`src/shared/dbs_pkg.sv`:
```
// shared types and constants for the dynamic bus sizing sequencer
package dbs_pkg;

  localparam int          ADDR_W          = 32;
  localparam int          DATA_W          = 16;
  localparam int          OPND_W          = 32;
  localparam int          SYNC_STAGES     = 3;
  localparam int          RSP_BUF_DEPTH   = 2;
  // clock period in ns and the shortest acknowledge-terminated cycle
  localparam int          CLK_PERIOD_NS   = 10;
  localparam int          MIN_BUS_CLOCKS  = 3;
  // operand sizes as byte counts; the low two bits are the size pins
  localparam logic [2:0]  SIZE_BYTE       = 3'h1;
  localparam logic [2:0]  SIZE_WORD       = 3'h2;
  localparam logic [2:0]  SIZE_LONG       = 3'h4;
  localparam logic [2:0]  CNT_RST         = 3'h0;
  localparam logic [31:0] ADDR_RST        = 32'h0000_0000;
  localparam logic [15:0] DATA_RST        = 16'h0000;

  typedef enum logic [2:0] {
    ST_IDLE   = 3'h0,
    ST_ADDR   = 3'h1,
    ST_STROBE = 3'h2,
    ST_LATCH  = 3'h3,
    ST_END    = 3'h4,
    ST_PUSH   = 3'h5
  } dbs_state_e;

  typedef struct packed {
    logic        write;
    logic [2:0]  size;
    logic [31:0] addr;
    logic [31:0] wdata;
  } dbs_req_s;

  typedef struct packed {
    logic [31:0] rdata;
    logic        bus_error;
  } dbs_rsp_s;

  typedef struct packed {
    logic [31:0] addr;
    logic [1:0]  size;
    logic        addr_valid_strobe_n;
    logic        data_valid_strobe_n;
    logic        read_not_write;
    logic        upper_lane_write_strobe_n;
    logic        lower_lane_write_strobe_n;
    logic [15:0] data;
    logic        data_oe_n;
  } dbs_pins_s;

  localparam dbs_pins_s PINS_RST = '{
    addr: 32'h0000_0000, size: 2'h0, addr_valid_strobe_n: 1'b1,
    data_valid_strobe_n: 1'b1, read_not_write: 1'b1,
    upper_lane_write_strobe_n: 1'b1, lower_lane_write_strobe_n: 1'b1,
    data: 16'h0000, data_oe_n: 1'b1};

endpackage

```
`src/hw/dbs_rsp_buf.sv`:
```
// two-entry response buffer with valid/ready on both sides
`timescale 1ns/1ps
module dbs_rsp_buf #(
  parameter int WIDTH = 33,
  parameter int DEPTH = 2
) (
  // clock and reset
  input  wire logic             i_clock,
  input  wire logic             i_rst,
  // fill side
  input  wire logic             i_in_valid,
  output logic                  o_in_ready,
  input  wire logic [WIDTH-1:0] i_in_data,
  // drain side
  output logic                  o_out_valid,
  input  wire logic             i_out_ready,
  output logic [WIDTH-1:0]      o_out_data
);

  localparam int PW = (DEPTH > 1) ? $clog2(DEPTH) : 1;

  logic [WIDTH-1:0] mem_reg [DEPTH];
  logic [WIDTH-1:0] mem_next [DEPTH];
  logic [PW-1:0]    wr_reg, wr_next, rd_reg, rd_next;
  logic [PW:0]      cnt_reg, cnt_next;
  logic             push, pop;

  function automatic logic [PW-1:0] ptr_inc(input logic [PW-1:0] p);
    return (p == PW'(DEPTH - 1)) ? '0 : p + PW'(1);
  endfunction

  assign o_in_ready  = (cnt_reg != (PW+1)'(DEPTH));
  assign o_out_valid = (cnt_reg != '0);
  assign o_out_data  = mem_reg[rd_reg];
  assign push        = i_in_valid && o_in_ready;
  assign pop         = o_out_valid && i_out_ready;

  always_comb begin
    mem_next = mem_reg;
    wr_next  = wr_reg;
    rd_next  = rd_reg;
    cnt_next = cnt_reg;
    if (push) begin
      mem_next[wr_reg] = i_in_data;
      wr_next          = ptr_inc(wr_reg);
    end
    if (pop) begin
      rd_next = ptr_inc(rd_reg);
    end
    if (push && !pop) begin
      cnt_next = cnt_reg + (PW+1)'(1);
    end else if (pop && !push) begin
      cnt_next = cnt_reg - (PW+1)'(1);
    end
  end

  always_ff @(posedge i_clock) begin
    if (i_rst) begin
      for (int i = 0; i < DEPTH; i++) begin
        mem_reg[i] <= '0;
      end
      wr_reg  <= '0;
      rd_reg  <= '0;
      cnt_reg <= '0;
    end else begin
      mem_reg <= mem_next;
      wr_reg  <= wr_next;
      rd_reg  <= rd_next;
      cnt_reg <= cnt_next;
    end
  end

endmodule

```
`src/hw/dbs_sequencer.sv`:
```
// operand sequencer that splits operands into sized 16-bit bus cycles
`timescale 1ns/1ps
// Summary of operation
// - byte write drives operand on both lanes
// - narrow byte read takes upper lane only
// - even byte write asserts upper strobe only
// - even byte read wide takes upper lane
// - odd byte read wide takes lower lane
// - odd byte write asserts lower strobe only
// - narrow word read: two upper-lane byte cycles
// - aligned wide word read in one cycle
// - aligned wide word write, both strobes
// - narrow long read: four upper-lane bytes
// - long write first drives top two bytes
// - wide long read takes two word cycles
// - wide long write: count-2, address+2, repeat
// - strobes qualify address and write data
// - optional internal acknowledge on slave's behalf
// - at least three clocks, unbounded waits
// - ack pair decode, both means wide
module dbs_sequencer (
  // clock and reset
  input  wire logic               i_clock,
  input  wire logic               i_rst,
  // operand request
  input  wire logic               i_req_valid,
  output logic                    o_req_ready,
  input  wire dbs_pkg::dbs_req_s  i_req,
  // operand response
  output logic                    o_rsp_valid,
  input  wire logic               i_rsp_ready,
  output dbs_pkg::dbs_rsp_s       o_rsp,
  // internal acknowledge configuration
  input  wire logic               i_auto_ack_en,
  input  wire logic               i_auto_ack_wide,
  // external bus outputs
  output logic [31:0]             o_addr,
  output logic                    o_transfer_size_high,
  output logic                    o_transfer_size_low,
  output logic                    o_byte_select_address_bit,
  output logic                    o_address_valid_strobe_n,
  output logic                    o_data_valid_strobe_n,
  output logic                    o_read_not_write,
  output logic                    o_upper_lane_write_strobe_n,
  output logic                    o_lower_lane_write_strobe_n,
  // data bus, split into in, out and enable
  input  wire logic [15:0]        i_data,
  output logic [15:0]             o_data,
  output logic                    o_data_oe_n,
  // external bus inputs
  input  wire logic               i_port_ack_narrow_n,
  input  wire logic               i_port_ack_wide_n,
  input  wire logic               i_bus_error_input_n,
  input  wire logic               i_halt_n
);

  localparam int SW = 4 + dbs_pkg::DATA_W;
  localparam logic [1:0] AUTO_DLY = 2'(dbs_pkg::SYNC_STAGES - 1);

  // input synchronisers: acks, error, halt and data all come from the pins
  logic [SW-1:0] s1_reg, s2_reg, s3_reg;
  logic [3:0]    filt_reg, filt_next;
  logic          ack_narrow, ack_wide, ack_any, bus_error_input, halt;
  logic [15:0]   din;

  always_comb begin
    filt_next = filt_reg;
    for (int i = 0; i < 4; i++) begin
      if (s2_reg[i] == s3_reg[i]) begin
        filt_next[i] = s3_reg[i];
      end
    end
  end

  always_ff @(posedge i_clock) begin
    if (i_rst) begin
      s1_reg   <= '1;
      s2_reg   <= '1;
      s3_reg   <= '1;
      filt_reg <= 4'hF;
    end else begin
      s1_reg   <= {i_data, i_halt_n, i_bus_error_input_n, i_port_ack_wide_n,
                   i_port_ack_narrow_n};
      s2_reg   <= s1_reg;
      s3_reg   <= s2_reg;
      filt_reg <= filt_next;
    end
  end

  // both lines asserted is reserved and decodes as a wide port
  assign ack_narrow = !filt_reg[0] && filt_reg[1];
  assign ack_wide   = !filt_reg[1];
  assign ack_any    = ack_narrow || ack_wide;
  assign bus_error_input       = !filt_reg[2];
  assign halt       = !filt_reg[3];
  // data passes the same three stages so it lines up with the filtered ack
  assign din        = s3_reg[SW-1:4];

  // sequencer state
  dbs_pkg::dbs_state_e state_reg, state_next;
  logic [2:0]          cnt_reg, cnt_next;
  logic [31:0]         addr_reg, addr_next;
  logic [31:0]         op_reg, op_next;
  logic [31:0]         rd_reg, rd_next;
  logic                write_reg, write_next;
  logic                wide_reg, wide_next;
  logic                err_reg, err_next;
  logic [1:0]          dly_reg, dly_next;
  dbs_pkg::dbs_pins_s  pins_reg, pins_next;
  logic                buf_ready;
  dbs_pkg::dbs_rsp_s   buf_in;

  // an ack is honoured from the slave or, when enabled, made here
  function automatic logic [1:0] ack_decode(input logic auto_en, input logic auto_wide,
                                            input logic narrow, input logic wide);
    if (auto_en) begin
      return {auto_wide, !auto_wide};
    end
    return {wide, narrow};
  endfunction

  // pin image for a cycle from its count, address and remaining operand
  function automatic dbs_pkg::dbs_pins_s drive_pins(input dbs_pkg::dbs_state_e st,
                                                    input logic [2:0]  cnt,
                                                    input logic [31:0] addr,
                                                    input logic [31:0] op,
                                                    input logic        wr);
    dbs_pkg::dbs_pins_s p;
    logic               strobe;
    p      = dbs_pkg::PINS_RST;
    strobe = (st == dbs_pkg::ST_STROBE) || (st == dbs_pkg::ST_LATCH);
    if (st != dbs_pkg::ST_IDLE && st != dbs_pkg::ST_PUSH) begin
      p.addr           = addr;
      // the count's low bits are the size code: 4->00, 3->11, 2->10, 1->01
      p.size           = cnt[1:0];
      p.read_not_write = !wr;
      if (wr) begin
        p.data_oe_n = 1'b0;
        // a single byte goes out on both lanes, since the width is unknown
        p.data      = (cnt == dbs_pkg::SIZE_BYTE) ? {op[31:24], op[31:24]}
                                                  : op[31:16];
      end
    end
    // address strobe marks the address; data strobe qualifies write data
    p.addr_valid_strobe_n = !strobe;
    p.data_valid_strobe_n = !strobe;
    if (strobe && wr) begin
      p.upper_lane_write_strobe_n = (cnt == dbs_pkg::SIZE_BYTE) && addr[0];
      p.lower_lane_write_strobe_n = (cnt == dbs_pkg::SIZE_BYTE) && !addr[0];
    end
    return p;
  endfunction

  always_comb begin
    logic [1:0] ack;
    logic       two;
    ack        = ack_decode(i_auto_ack_en, i_auto_ack_wide, ack_narrow, ack_wide);
    two        = 1'b0;
    state_next = state_reg;
    cnt_next   = cnt_reg;
    addr_next  = addr_reg;
    op_next    = op_reg;
    rd_next    = rd_reg;
    write_next = write_reg;
    wide_next  = wide_reg;
    err_next   = err_reg;
    dly_next   = dly_reg;
    case (state_reg)
      dbs_pkg::ST_IDLE: begin
        if (i_req_valid) begin
          write_next = i_req.write;
          cnt_next   = i_req.size;
          addr_next  = i_req.addr;
          // operand left-justified so the next bytes to send are always on top
          op_next    = i_req.wdata << (6'(4 - 32'(i_req.size)) * 6'd8);
          rd_next    = 32'h0000_0000;
          err_next   = 1'b0;
          state_next = dbs_pkg::ST_ADDR;
        end
      end
      dbs_pkg::ST_ADDR: begin
        dly_next   = 2'h0;
        state_next = dbs_pkg::ST_STROBE;
      end
      dbs_pkg::ST_STROBE: begin
        // wait states are added a clock at a time with no limit
        // an internal ack still waits until read data has crossed the synchroniser
        dly_next = (dly_reg == 2'h3) ? dly_reg : dly_reg + 2'h1;
        if (bus_error_input) begin
          state_next = dbs_pkg::ST_END;
          err_next   = !halt;
        end else if (ack != 2'h0 && (!i_auto_ack_en || dly_reg >= AUTO_DLY)) begin
          wide_next  = ack[1];
          state_next = dbs_pkg::ST_LATCH;
        end
      end
      dbs_pkg::ST_LATCH: begin
        // a bus error one clock after the ack still cancels this cycle
        if (bus_error_input) begin
          err_next   = !halt;
        end else begin
          two = wide_reg && (cnt_reg != dbs_pkg::SIZE_BYTE);
          if (!wide_reg) begin
            rd_next = {rd_reg[23:0], din[15:8]};
          end else if (cnt_reg == dbs_pkg::SIZE_BYTE) begin
            rd_next = {rd_reg[23:0], addr_reg[0] ? din[7:0] : din[15:8]};
          end else begin
            rd_next = {rd_reg[15:0], din};
          end
          // count and address move only once a good ack is taken
          if (two) begin
            cnt_next  = cnt_reg - 3'h2;
            addr_next = addr_reg + 32'h0000_0002;
            op_next   = {op_reg[15:0], 16'h0000};
          end else begin
            cnt_next  = cnt_reg - 3'h1;
            addr_next = addr_reg + 32'h0000_0001;
            op_next   = {op_reg[23:0], 8'h00};
          end
        end
        state_next = dbs_pkg::ST_END;
      end
      dbs_pkg::ST_END: begin
        // unless the ack is made here, hold off until the slave lets go, or its ack would end the next cycle
        if (i_auto_ack_en || (!ack_any && !bus_error_input)) begin
          if (err_reg || cnt_reg == dbs_pkg::CNT_RST) begin
            state_next = dbs_pkg::ST_PUSH;
          end else begin
            state_next = dbs_pkg::ST_ADDR;
          end
        end
      end
      dbs_pkg::ST_PUSH: begin
        if (buf_ready) begin
          state_next = dbs_pkg::ST_IDLE;
        end
      end
      default: begin
        state_next = dbs_pkg::ST_IDLE;
      end
    endcase
    pins_next = drive_pins(state_next, cnt_next, addr_next, op_next, write_next);
  end

  always_ff @(posedge i_clock) begin
    if (i_rst) begin
      state_reg <= dbs_pkg::ST_IDLE;
      cnt_reg   <= dbs_pkg::CNT_RST;
      addr_reg  <= dbs_pkg::ADDR_RST;
      op_reg    <= 32'h0000_0000;
      rd_reg    <= 32'h0000_0000;
      write_reg <= 1'b0;
      wide_reg  <= 1'b0;
      err_reg   <= 1'b0;
      dly_reg   <= 2'h0;
      pins_reg  <= dbs_pkg::PINS_RST;
    end else begin
      state_reg <= state_next;
      cnt_reg   <= cnt_next;
      addr_reg  <= addr_next;
      op_reg    <= op_next;
      rd_reg    <= rd_next;
      write_reg <= write_next;
      wide_reg  <= wide_next;
      err_reg   <= err_next;
      dly_reg   <= dly_next;
      pins_reg  <= pins_next;
    end
  end

  assign o_req_ready = (state_reg == dbs_pkg::ST_IDLE);
  // write results carry no data; reads are right-justified
  assign buf_in      = '{rdata: write_reg ? 32'h0000_0000 : rd_reg, bus_error: err_reg};

  // the buffer keeps finished operands while the receiver stalls
  dbs_rsp_buf #(
    .WIDTH ($bits(dbs_pkg::dbs_rsp_s)),
    .DEPTH (dbs_pkg::RSP_BUF_DEPTH)
  ) u_rsp_buf (
    .i_clock     (i_clock),
    .i_rst       (i_rst),
    .i_in_valid  (state_reg == dbs_pkg::ST_PUSH),
    .o_in_ready  (buf_ready),
    .i_in_data   (buf_in),
    .o_out_valid (o_rsp_valid),
    .i_out_ready (i_rsp_ready),
    .o_out_data  (o_rsp)
  );

  assign o_addr                      = pins_reg.addr;
  assign o_transfer_size_high        = pins_reg.size[1];
  assign o_transfer_size_low         = pins_reg.size[0];
  assign o_byte_select_address_bit   = pins_reg.addr[0];
  assign o_address_valid_strobe_n    = pins_reg.addr_valid_strobe_n;
  assign o_data_valid_strobe_n       = pins_reg.data_valid_strobe_n;
  assign o_read_not_write            = pins_reg.read_not_write;
  assign o_upper_lane_write_strobe_n = pins_reg.upper_lane_write_strobe_n;
  assign o_lower_lane_write_strobe_n = pins_reg.lower_lane_write_strobe_n;
  assign o_data                      = pins_reg.data;
  assign o_data_oe_n                 = pins_reg.data_oe_n;

endmodule

```
`config.mk`:
```
export PLATFORM = sky130hd
export DESIGN_NAME = dbs_sequencer
export DESIGN_NICKNAME = d
export VERILOG_FILES = /design/src/shared/dbs_pkg.sv /design/src/hw/dbs_rsp_buf.sv /design/src/hw/dbs_sequencer.sv
export SDC_FILE = /design/constraint.sdc
export NUM_CORES = 1
export LEC_CHECK = 0
export BUFFER_PORTS_ARGS = -buffer_cell sky130_fd_sc_hd__buf_2
export CAP_MARGIN = 5
export CORE_MARGIN = 2
export CORE_UTILIZATION = 45
export CTS_BUF_LIST = sky130_fd_sc_hd__clkbuf_16
export CTS_CLUSTER_DIAMETER = 80
export DETAILED_ROUTE_END_ITERATION = 10
export PLACE_DENSITY = 0.67
export SETUP_SLACK_MARGIN = 0.1
export SLEW_MARGIN = 20
export SYNTH_ARGS = -nofsm -noshare
export SYNTH_HDL_FRONTEND = slang
export SYNTH_HIERARCHICAL = 1
export SYNTH_SLANG_ARGS = --single-unit
export TNS_END_PERCENT = 1
```
`constraint.sdc`:
```
create_clock -name i_clock -period 7.8 [get_ports i_clock]
set_input_delay 1.56 -clock i_clock [delete_from_list [all_inputs] [get_ports i_clock]]
set_output_delay 1.56 -clock i_clock [all_outputs]
set_load 0.05 [all_outputs]
```
==> out/metrics.cfg <==
[status]
outcome = complete, no violations

[detailed_routing]
wl_met2_um = 14860
first_iter_violations = 1085
drtPass1Iterations = 5
wl_per_cell_um = 16.77
ant_nets = 0
drc = 0
met3WireLength_um = 1751
highest_layer = met5
routed_via_density = 5.450
via_count = 11069
drt-total-wl_um = 34060
met1_length_um = 16560

[placed_design]
numPortBuffers = 185
dp_hpwl_um = 22470
routabilityCongestion = 0.8596
placed_cell_area_um2 = 14140
place_ws_ns = 3.374

[clock_network]
post_cts_resized = 0
cts_made_buffers = 30
hold_buffers = 0
cts_tree = built
cts.sinks = 295
cts_setup_buffers = 0
clk_pin_slew_ns = 0.07
clock_path_buffers = 3
root_buffer = clkbuf_16
htreeDepth = 1
insertion_delay_ns = 0.56

[setup_path]
worst-setup-path-type = in2reg
cp.arrival_ns = 4.33
crit_fanout = 28
critPathCaptureType = flop
start_kind = input pin
required_ns = 8.27

[timing]
grt_setup_unrepaired = false
layout_setup_ws_ns = 3.938
fin_worst_skew_ns = 0.01431
max-slew-margin-rel_pct = 23.88
max_freq_ghz = 0.2589
worst_pin_slew_ns = 1.134
drv_slew = 0
fin_setup_tns_ns = 0
finalWorstPathRequiredPeriod_ns = 3.862
hold_violations = 0
period_share_pct = 49.51
setup_viol = 0
holdWs_ns = 0.4052

[global_route]
grt_usage_pct = 21.51
antenna_found_initial = 3
grt_max_degree = 135
grt-ovfl-total = 0
grt_pass1_wl_um = 54460
grt_pass1_vias = 10201

[floorplan]
die_h_um = 174.7
num_rows = 62
start_util_pct = 45.68
die_area_um2 = 30520
fp.dieW_um = 174.7
num_io_pins = 186
core_area_um2 = 28700

[final_layout]
layout-drive-gt1-share_pct = 21.99
areaGrowthSynthToFinish_pct = 15.56
finalInstanceArea_um2 = 15150
fillers = 2758
final_nets = 1725
largest_reg_flops = 66
layout_commonest_cell = dfxtp_1
layout_common_cells = 294 x dfxtp_1, 184 x buf_2, 166 x nor2_1, 129 x a21oi_1, 104 x nand2_1

[pwr]
pwr_density_cell_nw_per_um2 = 233.3
power.leakage_nw = 6.182
power_mw = 3.535
max-vdd-ir-drop_mv = 0.1982

[synth]
synth_edf_count = 0
synth_area_um2 = 13110
synth-async-reset-ratio_pct = 0
avgSynthCellArea_um2 = 8.723
synthCells = 1503
syn_nets = 1606
yosysWarnings = 6
ys_types = 76
synth_seq_area_share_pct = 45.04
ys_seq_elements = 295
synth_flop_cell = dfxtp_1

[run]
cap_violations = 0

[min_path]
hold_class = reg2reg

-- per-layer routing --
| metal | GRT usage [%] | up-vias |
|---|---|---|
| met1 | 31.96 | 5210 |
| met3 | 3.090 | 64 |
| met5 | 0 | - |
| li1 | - | 5460 |
| met4 | 6.563 | 4 |
| met2 | 32.20 | 331 |
-- area by class of cell --
cell class	count	area [um^2]	share of cell area [%]
multi-input combinational	1082	6653	43.91
timing repair buffer	201	1052	6.945
clock inverter	25	232.7	1.536
antenna	1	2.502	0.01652
tap	384	480.5	3.171
clock buffer	31	775.7	5.120
inverter	12	47.55	0.3138
sequential	295	5907	38.99
-- logic make-up after synthesis --
kind of cell / after synthesis / synth area share (%)
adders and majority gates: 9 / 0.8589
and+or+nand+nor: 609 / 24.30
buffers and inverters: 126 / 4.390
muxes: 116 / 9.257
xor gates and xnor gates: 7 / 0.4676
AOI/OAI and AO/OA: 341 / 15.69
DFF: 295 / 45.04
-- per-stage QoR --
step,utilization [%],std cells
after floorplan,-,1503
after global placement,49.26,1974
after detailed placement,49.26,1974
after CTS,52.77,2030
after global routing,52.79,2031
final,52.79,2031
-- cell usage after synthesis (13+ instances only) --
cell type  instances  area share, %
a211oi_1          15           0.86
a21oi_1          129            4.9
a22oi_1           14           0.80
and3_1            22            1.0
buf_2             17           0.65
clkbuf_1          79            2.3
dfxtp_1          295             45
mux2_2            42            3.6
mux2i_1           74            5.6
nand2_1          105            3.0
nand2b_1          74            3.5
nand3_1           13           0.50
nor2_1           167            4.8
nor2b_1           77            3.7
nor3_1            25           0.95
o21ai_0           83            3.2
o22ai_1           18           0.86
or2_2             62            3.0
-- path summary, 6_finish.rpt --
path / slack [ns] / start / cells after the start / to
max: 3.94 / i_req[64] / 8 / o_data[4]
min: 0.41 / s1_reg[5] / 1 / s2_reg[5]
max reg2reg: 4.50 / cnt_reg[1] / 8 / o_data[4]
min reg2reg: 0.41 / s1_reg[5] / 1 / s2_reg[5]
-- power by group --
part | switching, mW | internal [mW] | leakage, nW
clock | 0.593 | 0.877 | 0.525
combinational | 0.300 | 0.147 | 3.26
sequential | 0.0524 | 1.56 | 2.40
total | 0.946 | 2.59 | 6.18
-- worst max-delay path, stage by stage --
cell,delay [ns]
buf_2,0.59
inv_1,0.10
ha_1,0.82
nor2b_1,0.54
a21oi_1,0.15
o22ai_1,0.21
a221oi_1,0.09
a211oi_1,0.26
No activity file was read; power rests on OpenSTA's default activity.
